$ cat src/verilog/status_pkg.sv
// status reporting package: bit positions, widths, command codes
// assumes the command parser encodes each status command as one cmd_t code
package status_pkg;

	localparam int REG_W     = 8;
	localparam int OP_COND_W = 3;

	// status byte layout
	localparam int STB_OPER_SUM = 7;
	localparam int STB_MASTER   = 6;
	localparam int STB_STD_SUM  = 5;
	localparam int STB_MAV      = 4;
	localparam int STB_HW_SUM   = 2;
	localparam int STB_OPERR    = 1;

	// standard event bits
	localparam int SE_POWER_UP   = 7;
	localparam int SE_SYNTAX     = 5;
	localparam int SE_EXEC       = 4;
	localparam int SE_QUERY_LOSS = 2;
	localparam int SE_OPS_DONE   = 0;

	// operation event / condition bits
	localparam int OP_POWER_LIMIT = 2;
	localparam int OP_RAMP_DONE   = 1;
	localparam int OP_COMPLIANCE  = 0;

	localparam logic [REG_W-1:0] REG_ZERO = 8'h00;
	localparam logic [OP_COND_W-1:0] COND_ZERO = 3'h0;

	typedef enum logic [3:0] {
		CMD_STD_MASK_WR,
		CMD_STD_MASK_RD,
		CMD_STD_EVENT_RD,
		CMD_SVC_MASK_WR,
		CMD_SVC_MASK_RD,
		CMD_STATUS_RD,
		CMD_SERIAL_POLL,
		CMD_CLEAR_STATUS,
		CMD_OPS_DONE_ARM,
		CMD_OPER_MASK_WR,
		CMD_OPER_MASK_RD,
		CMD_OPER_EVENT_RD,
		CMD_OPER_COND_RD
	} cmd_t;

endpackage

$ cat src/verilog/event_bus_if.sv
// interface between the status top and one latched event register
// assumes both ends share clk
`timescale 1ns/1ps
`default_nettype none
interface event_bus_if #(parameter int W = 8);
	logic [W-1:0] set_bits;
	logic         clear;
	logic [W-1:0] value;

	modport owner (output set_bits, output clear, input value);
	modport latch (input set_bits, input clear, output value);
endinterface
`default_nettype wire

$ cat src/verilog/event_latch.sv
// one latched event register: bits stick until cleared
// assumes set and clear come from logic on the same clock
`timescale 1ns/1ps
`default_nettype none
module event_latch #(
	parameter int W = 8
) (
	input  wire logic clk,
	input  wire logic rst_n,
	event_bus_if.latch bus
);
	typedef struct packed {
		logic [W-1:0] bits;
	} latch_state_t;

	latch_state_t st_r;
	latch_state_t st_nxt;

	always_comb
	begin
		st_nxt = st_r;
		// a set bit ignores repeats; a new event beats a coincident clear
		st_nxt.bits = (bus.clear ? '0 : st_r.bits) | bus.set_bits;
	end

	always_ff @(posedge clk)
	begin
		if (!rst_n)
			st_r <= '0;
		else
			st_r <= st_nxt;
	end

	assign bus.value = st_r.bits;
endmodule
`default_nettype wire

$ cat src/verilog/instrument_status_reporting.sv
// status byte, service request and the standard and operation event sets
// assumes a parser hands over decoded commands and fault pulses on clk;
// the three operation conditions arrive asynchronously from the output stage
//
// Operation
// - service mask selects which summaries raise master
// - service mask written and read, read harmless
// - master is OR of summary AND mask
// - query returns binary-weighted eight-bit register value
// - only enable registers accept writes
// - condition register is live, never latched; condition query reads the latched operation event set
// - standard event query returns then clears
// - clear-status clears all event registers together
// - writing zero clears an enable register
// - status byte follows events, no direct clear
// - standard summary is masked OR of events
// - power-up sets standard event bit 7
// - command syntax fault sets bit 5
// - execution fault sets bit 4
// - lost query response sets bit 2
// - armed operations-done sets bit 0 when idle
// - operation summary is masked OR of events
// - operation mask and event queries; condition query clears
// - power limit sets operation bit 2
// - ramp done sets operation bit 1
// - compliance limit sets operation bit 0
// - event bits latch until cleared
// - status byte bit placement, bit 3 unused
// - request line rises with master summary rising
// - serial poll clears request, not master
`timescale 1ns/1ps
`default_nettype none
module instrument_status_reporting (
	input  wire logic                            clk,
	input  wire logic                            rst_n,
	input  wire logic                            cmd_valid,
	input  wire status_pkg::cmd_t                cmd_code,
	input  wire logic [status_pkg::REG_W-1:0]    cmd_data,
	output logic                                 resp_valid,
	output logic [status_pkg::REG_W-1:0]         resp_data,
	input  wire logic                            command_syntax_fault,
	input  wire logic                            execution_fault,
	input  wire logic                            query_loss_fault,
	input  wire logic                            operations_pending,
	input  wire logic                            message_available,
	input  wire logic                            hw_error_summary,
	input  wire logic                            op_error_summary,
	input  wire logic                            power_limit,
	input  wire logic                            ramp_done,
	input  wire logic                            compliance_limit,
	output logic [status_pkg::REG_W-1:0]         status_byte,
	output logic                                 service_request
);
	import status_pkg::*;

	typedef struct packed {
		logic [OP_COND_W-1:0] cond_s1;
		logic [OP_COND_W-1:0] cond_s2;
		logic [REG_W-1:0]     std_mask;
		logic [REG_W-1:0]     oper_mask;
		logic [REG_W-1:0]     svc_mask;
		logic                 power_up_pending;
		logic                 ops_armed;
		logic                 master_prev;
		logic                 request_service_flag;
		logic [REG_W-1:0]     status_byte;
		logic                 resp_valid;
		logic [REG_W-1:0]     resp_data;
	} state_t;

	state_t st_r;
	state_t st_nxt;

	event_bus_if #(.W(REG_W)) std_bus ();
	event_bus_if #(.W(REG_W)) oper_bus ();

	event_latch #(.W(REG_W)) std_events (
		.clk   (clk),
		.rst_n (rst_n),
		.bus   (std_bus)
	);

	event_latch #(.W(REG_W)) oper_events (
		.clk   (clk),
		.rst_n (rst_n),
		.bus   (oper_bus)
	);

	logic                 standard_event_summary;
	logic                 operation_summary;
	logic                 master_summary_flag;
	logic [REG_W-1:0]     stb_now;
	logic [REG_W-1:0]     std_set;
	logic [REG_W-1:0]     oper_set;
	logic                 std_clear;
	logic                 oper_clear;
	logic                 ops_done_fire;
	logic [OP_COND_W-1:0] cond_live;

	// condition register: synchronised copy of the live levels, no latch
	assign cond_live = st_r.cond_s2;

	// summaries use the registered event values, so they lag an event by one edge
	assign standard_event_summary = |(std_bus.value & st_r.std_mask);
	assign operation_summary      = |(oper_bus.value & st_r.oper_mask);

	always_comb
	begin
		stb_now               = REG_ZERO; // bit 0 and bit 3 stay zero
		stb_now[STB_OPER_SUM] = operation_summary;
		stb_now[STB_STD_SUM]  = standard_event_summary;
		stb_now[STB_MAV]      = message_available;
		stb_now[STB_HW_SUM]   = hw_error_summary;
		stb_now[STB_OPERR]    = op_error_summary;
		// the master bit never feeds itself through the mask
		master_summary_flag   = |(stb_now & st_r.svc_mask);
		stb_now[STB_MASTER]   = master_summary_flag;
	end

	assign ops_done_fire = st_r.ops_armed && !operations_pending;

	always_comb
	begin
		std_set                = REG_ZERO;
		std_set[SE_POWER_UP]   = st_r.power_up_pending;
		std_set[SE_SYNTAX]     = command_syntax_fault;
		std_set[SE_EXEC]       = execution_fault;
		std_set[SE_QUERY_LOSS] = query_loss_fault;
		std_set[SE_OPS_DONE]   = ops_done_fire;

		oper_set                 = REG_ZERO;
		oper_set[OP_POWER_LIMIT] = cond_live[OP_POWER_LIMIT];
		oper_set[OP_RAMP_DONE]   = cond_live[OP_RAMP_DONE];
		oper_set[OP_COMPLIANCE]  = cond_live[OP_COMPLIANCE];

		std_clear  = 1'b0;
		oper_clear = 1'b0;
		if (cmd_valid)
		begin
			unique case (cmd_code)
				CMD_STD_EVENT_RD:
					std_clear = 1'b1;
				CMD_OPER_COND_RD:
					oper_clear = 1'b1;
				CMD_CLEAR_STATUS:
				begin
					// the error sets live outside and take their own clear
					std_clear  = 1'b1;
					oper_clear = 1'b1;
				end
				default:
				begin
					std_clear  = 1'b0;
					oper_clear = 1'b0;
				end
			endcase
		end
	end

	assign std_bus.set_bits  = std_set;
	assign std_bus.clear     = std_clear;
	assign oper_bus.set_bits = oper_set;
	assign oper_bus.clear    = oper_clear;

	always_comb
	begin
		st_nxt = st_r;

		st_nxt.cond_s1 = {power_limit, ramp_done, compliance_limit};
		st_nxt.cond_s2 = st_r.cond_s1;

		// power-up bit goes in one edge after the reset has cleared the event set
		st_nxt.power_up_pending = 1'b0;
		if (ops_done_fire)
			st_nxt.ops_armed = 1'b0;

		st_nxt.resp_valid  = 1'b0;
		st_nxt.master_prev = master_summary_flag;

		// request rises only on a low-to-high master edge
		if (master_summary_flag && !st_r.master_prev)
			st_nxt.request_service_flag = 1'b1;

		if (cmd_valid)
		begin
			unique case (cmd_code)
				CMD_STD_MASK_WR:
					st_nxt.std_mask = cmd_data;
				CMD_OPER_MASK_WR:
					st_nxt.oper_mask = cmd_data;
				CMD_SVC_MASK_WR:
					st_nxt.svc_mask = cmd_data;
				CMD_STD_MASK_RD:
				begin
					st_nxt.resp_valid = 1'b1;
					st_nxt.resp_data  = st_r.std_mask;
				end
				CMD_OPER_MASK_RD:
				begin
					st_nxt.resp_valid = 1'b1;
					st_nxt.resp_data  = st_r.oper_mask;
				end
				CMD_SVC_MASK_RD:
				begin
					st_nxt.resp_valid = 1'b1;
					st_nxt.resp_data  = st_r.svc_mask;
				end
				CMD_STD_EVENT_RD:
				begin
					st_nxt.resp_valid = 1'b1;
					st_nxt.resp_data  = std_bus.value;
				end
				CMD_OPER_EVENT_RD, CMD_OPER_COND_RD:
				begin
					st_nxt.resp_valid = 1'b1;
					st_nxt.resp_data  = oper_bus.value;
				end
				CMD_STATUS_RD:
				begin
					// master view of bit 6, leaves the request alone
					st_nxt.resp_valid = 1'b1;
					st_nxt.resp_data  = stb_now;
				end
				CMD_SERIAL_POLL:
				begin
					st_nxt.resp_valid             = 1'b1;
					st_nxt.resp_data              = stb_now;
					st_nxt.resp_data[STB_MASTER]  = st_r.request_service_flag;
					// a rising master in the same cycle keeps the request
					if (!(master_summary_flag && !st_r.master_prev))
						st_nxt.request_service_flag = 1'b0;
				end
				CMD_CLEAR_STATUS:
					st_nxt.ops_armed = 1'b0;
				CMD_OPS_DONE_ARM:
					st_nxt.ops_armed = 1'b1;
				default:
					st_nxt.resp_valid = 1'b0;
			endcase
		end

		st_nxt.status_byte = stb_now;
	end

	always_ff @(posedge clk)
	begin
		if (!rst_n)
		begin
			st_r                  <= '0;
			st_r.power_up_pending <= 1'b1;
		end
		else
			st_r <= st_nxt;
	end

	assign resp_valid      = st_r.resp_valid;
	assign resp_data       = st_r.resp_data;
	assign status_byte     = st_r.status_byte;
	assign service_request = st_r.request_service_flag;
endmodule
`default_nettype wire

$ cat config.mk
export PLATFORM = sky130hd
export DESIGN_NAME = instrument_status_reporting
export DESIGN_NICKNAME = d
export VERILOG_FILES = /design/src/verilog/status_pkg.sv /design/src/verilog/event_bus_if.sv /design/src/verilog/event_latch.sv /design/src/verilog/instrument_status_reporting.sv
export SDC_FILE = /design/constraint.sdc
export NUM_CORES = 1
export LEC_CHECK = 0
export ABC_AREA = 1
export BUFFER_PORTS_ARGS = -buffer_cell sky130_fd_sc_hd__buf_2
export CAP_MARGIN = 10
export CORE_MARGIN = 5
export CORE_UTILIZATION = 42
export CTS_BUF_LIST = sky130_fd_sc_hd__clkbuf_16
export DETAILED_ROUTE_END_ITERATION = 8
export HOLD_SLACK_MARGIN = 0.03
export PLACE_DENSITY = 0.58
export RECOVER_POWER = 25
export SLEW_MARGIN = 20
export SYNTH_ARGS = -nofsm -noshare
export SYNTH_HDL_FRONTEND = slang
export SYNTH_HIERARCHICAL = 1
export SYNTH_SLANG_ARGS = --single-unit
$ cat constraint.sdc
create_clock -name clk -period 1.54 [get_ports clk]
set_input_delay 0.308 -clock clk [delete_from_list [all_inputs] [get_ports clk]]
set_output_delay 0.308 -clock clk [all_outputs]
set_load 0.1 [all_outputs]
Word level (Yosys, flattened, before mapping):

Cells that the tools add are included.

* multiplexer cells: 17
* equality and inequality tests: 12
* reductions and logical operators: 18
* bitwise logic cells: 5

Operators with widths (number)
* $pmux 8 s7: 1
* $reduce_or 8->1: 4
* $and 8x8->8: 3
* $mux 21: 1
* $eq 4x4->1 const B: 5
* $eq 4x3->1 const B: 4
* $mux 8: 2
* $mux 1: 11
* $reduce_and 2->1: 5
* $mux 9: 1
* $eq 4x2->1 const B: 2
* $or 8x3->8: 1
* $or 8x8->8: 1
* $reduce_bool 7->1: 1
* $reduce_or 2->1: 3
* $eq 4x1->1 const B: 1
* $logic_not 4->1: 1
* $logic_and 1x1->1: 2
* $logic_not 1->1: 2
* $pmux 1 s2: 1

* input port bits: 25
* register bits after elaboration: 67
* output and inout port bits: 18

Depth between registers and ports, before layout:

* depth after elaboration: 10
* mapped depth: 11
* gate-level depth less buffers: 11

Hierarchy:

Netlist, hierarchy kept.

Modules (own cells, without submodules)
* instrument_status_reporting: area an instance 2401.1 um^2, seq. area each 960.9 um^2, times used 1, cells each 359
* event_latch: area an instance 267.8 um^2, seq. area each 160.2 um^2, times used 2, cells each 34

Worst setup path after synthesis:

Ideal clock, no wire load.

* path kind: reg2reg
* start: register st_r, in the netlist service_request
* end: register st_r, in the netlist resp_data[6]
* arrival: 1.388 ns
* stages on the path, launching flop included: 7
* setup slack: 0.081 ns
* library setup time: 0.071 ns
* period minus slack after synthesis: 1.459 ns
* cell sequence: dfxtp_1 nand2_1 nand4_1 nor2_1 nand2_1 nand2_1 a21oi_1

* cells in the longest elaborated chain, start to end: 1

Ends and longest elaborated chain
* start, declared: RTL line instrument_status_reporting.sv:71 `state_t st_r;`
* start signal, assigned: RTL line instrument_status_reporting.sv:253 `st_r <= st_nxt;`
* $pmux 8 s7: RTL line instrument_status_reporting.sv:186 `unique case (cmd_code)`

Every way passes these cells.
A chain may end at the register's enable or synchronous reset.

Worst setup path in the final report:

* start: register st_r, in the netlist service_request
* end: output service_request

RTL lines
* end, declared: RTL line instrument_status_reporting.sv:52 `output logic service_request`

No word-level cell between the ends.

==> run_results.csv <==
group,metric,value,unit
place,hpwl,5490,um
cts,cts_setup_buffers,0,
setup_path,r2r-start,"st_r[38]$_SDFFE_PN0P_",
sta,relSlewSlack,0.641,
setup_path,r2r_end,"resp_data[6]$_SDFFE_PN0P_",
routing,drt-vias-per-instance,4.56,
setup_path,slowest_stage,"buf_2",
sta,rsz0062_at_grt,"false",
synthesis,synth_area_per_cell,6.88,um2
final_layout,area_delta_synth_final,18.5,%
setup_path,worstPathRequired,1230,ps
min_path,hold_path_class,"input port to register",
global_routing,grt_pass1_vias,2507,
final_layout,final_cell_mix,"113 x nand2_1, 64 x dfxtp_1, 61 x inv_1, 48 x nor2_1, 41 x a21oi_1",
final_layout,final_nets,502,
job,drv_cap,0,
routing,wire_per_inst,12.3,um
setup_path,cp.arrival,1090,ps
cts,h-tree-depth,3,
cts,cts_buffers,9,
floorplanning,die_area,8760,um2
sta,hold_viol,0,
setup_path,cp_top_family,"buffers and inverters",
global_routing,gr-usage-all-layers,0.171,
synthesis,ys_ff_latch,64,
place,gp_congestion,0.918,
final_layout,layout-drive-gt1-share,0.181,
setup_path,startpoint,"service_request$_SDFF_PN0_",
setup_path,rr_worst_depth,10,
sta,post-route-period-util,0.909,
sta,finClkSkew,6.15,ps
synthesis,synth_area,2940,um2
setup_path,crit_chain,"buf_2",
global_routing,grt_max_degree,30,
final_layout,multi_input_area,1280,um2
run_status,status,"finished clean",
power,p_per_area,1150,nW/um2
synthesis,ys_seq_area_frac,0.436,
cts,cts_tree,"yes",
sta,setup_viol,0,
cts,cts.sinks,64,
routing,drt_iter0_markers,150,
floorplanning,fp.dieW,93.6,um
routing,vias,2625,
routing,ant_nets,0,
routing,dr.pass1.iters,4,
setup_path,path_buf_inv,1,
global_routing,grt_overflow,0,
synthesis,yosysWarnings,6,
final_layout,regArea,1280,um2
sta,max_freq,715,MHz
cts,cts.path.max_buffers,2,
sta,whs,169,ps
sta,drv_slew,0,
final_layout,final_cells,576,
routing,drcViolationCount,0,
synthesis,ys_types,26,
sta,tns,0,ps
synthesis,syn_inst,427,
power,power,4.00,mW
cts,clk_latency,320,ps
floorplanning,io_pins,43,
power,peakVddDrop,0.838,mV
floorplanning,core,6790,um2
setup_path,slowest_delay,430,ps
final_layout,fillers,712,
setup_path,path_max_fanout,3,
sta,tightestPinTransition,539,ps
floorplanning,die_h,93.6,um
floorplanning,start_util,0.432,
place,dp.cells,562,
setup_path,cp-end-kind,"output pin",
setup_path,crit_cells,1,
power,leakagePower,1.63,nW
final_layout,insertedDiodeCount,0,
setup_path,worstSetupEndpoint,"service_request",
cts,clk_pin_slew,50,ps
setup_path,rrSetupSlack,210,ps
cts,root_buffer,"clkbuf_16",
floorplanning,rows,30,
sta,finalCriticalPeriod,1400,ps
cts,cts_resized,0,
global_routing,antenna_found_initial,0,
place,port_buffers,40,
final_layout,final_common_cell,"nand2_1",
routing,totalWireLength,7090,um
cts,ctsHoldBuffers,0,
setup_path,critical_path_class,"register to output pin",
global_routing,grt_pass1_wl,11800,um
setup_path,start_kind,"register",
==> flip-flops by register name, summed over array words and instances, names as in the netlist <==
register / count
oper_events/bus.value: 8
std_events/bus.value: 8
st_nxt: 3
status_byte: 6
resp_valid: 1
service_request: 1
cond_live: 3
resp_data: 8
st_r: 26
==> kinds of logic (layout without fill, tap and decap cells) <==
family,count (synthesis),in the layout,synth area share
AND/OR/NAND/NOR,191,191,0.275
buffers and inverters,91,135,0.140
AO/OA/AOI/OAI,80,80,0.147
flip-flops,64,64,0.436
other,1,10,0.00128
==> worst min-delay path by stage <==
| stage | startpoint | end | cells past startpoint |
|---|---|---|---|
| 5_1_grt | ramp_done | st_nxt[46]$_SDFF_PN0_ | 3 |
| 2_1_floorplan | st_nxt[45]$_SDFF_PN0_ | cond_live[0]$_SDFF_PN0_ | 2 |
| 3_5_place_dp | st_nxt[47]$_SDFF_PN0_ | cond_live[2]$_SDFF_PN0_ | 2 |
| 4_1_cts | ramp_done | st_nxt[46]$_SDFF_PN0_ | 3 |
| 6_report | ramp_done | st_nxt[46]$_SDFF_PN0_ | 3 |
| 3_3_place_gp | st_nxt[47]$_SDFF_PN0_ | cond_live[2]$_SDFF_PN0_ | 2 |
==> where the power goes <==
part           internal (mW)  switching, mW
clock                   1.05          0.668
sequential              1.73         0.0459
combinational          0.131          0.376
total                   2.91           1.09
==> layer usage <==
| layer | vias up | wire [um] | GRT usage | part of all wire |
|---|---|---|---|---|
| met3 | 17 | 349 | 0.0314 | 0.049 |
| li1 | 1398 | - | - | - |
| met5 | - | 0 | 0 | 0 |
| met1 | 1145 | 3370 | 0.224 | 0.48 |
| met2 | 65 | 3190 | 0.274 | 0.45 |
| met4 | 0 | 185 | 0.0770 | 0.026 |
==> Yosys cell counts, drive strengths merged <==
cell,count,area share
inv,66,0.084
nor3,1,0.0034
clkinv,1,0.0013
o31ai,1,0.0026
nand2,119,0.16
nand4,3,0.0064
conb,1,0.0013
buf,19,0.048
dfxtp,64,0.44
o211ai,2,0.0051
nand3,14,0.026
o22ai,1,0.0021
o21ai,31,0.053
clkbuf,5,0.0064
nor2,54,0.081
a21oi,45,0.084
==> per-stage QoR <==
step                cell area, um2   util  setup slack (ps)
finish                        3480  0.512               141
global route                  3480  0.512              51.5
CTS                           3490  0.513               125
detailed placement            3240  0.476             -97.3
global placement              3240  0.476              -105
floorplan                     2970      -              80.7
==> area by class of cell <==
cell class / count / share of cell area
repair buffers: 54 / 0.0859
clock inverters: 5 / 0.00755
well taps: 96 / 0.0345
clock buffers: 9 / 0.0647
flip-flops and latches: 64 / 0.368
inverters: 67 / 0.0723
multi-input cells: 281 / 0.367
==> worst min-delay path, stage by stage <==
cell and delay [ps]:
buf_2 70, nand2_1 40, inv_1 40
No activity file was read; power rests on OpenSTA's default activity.
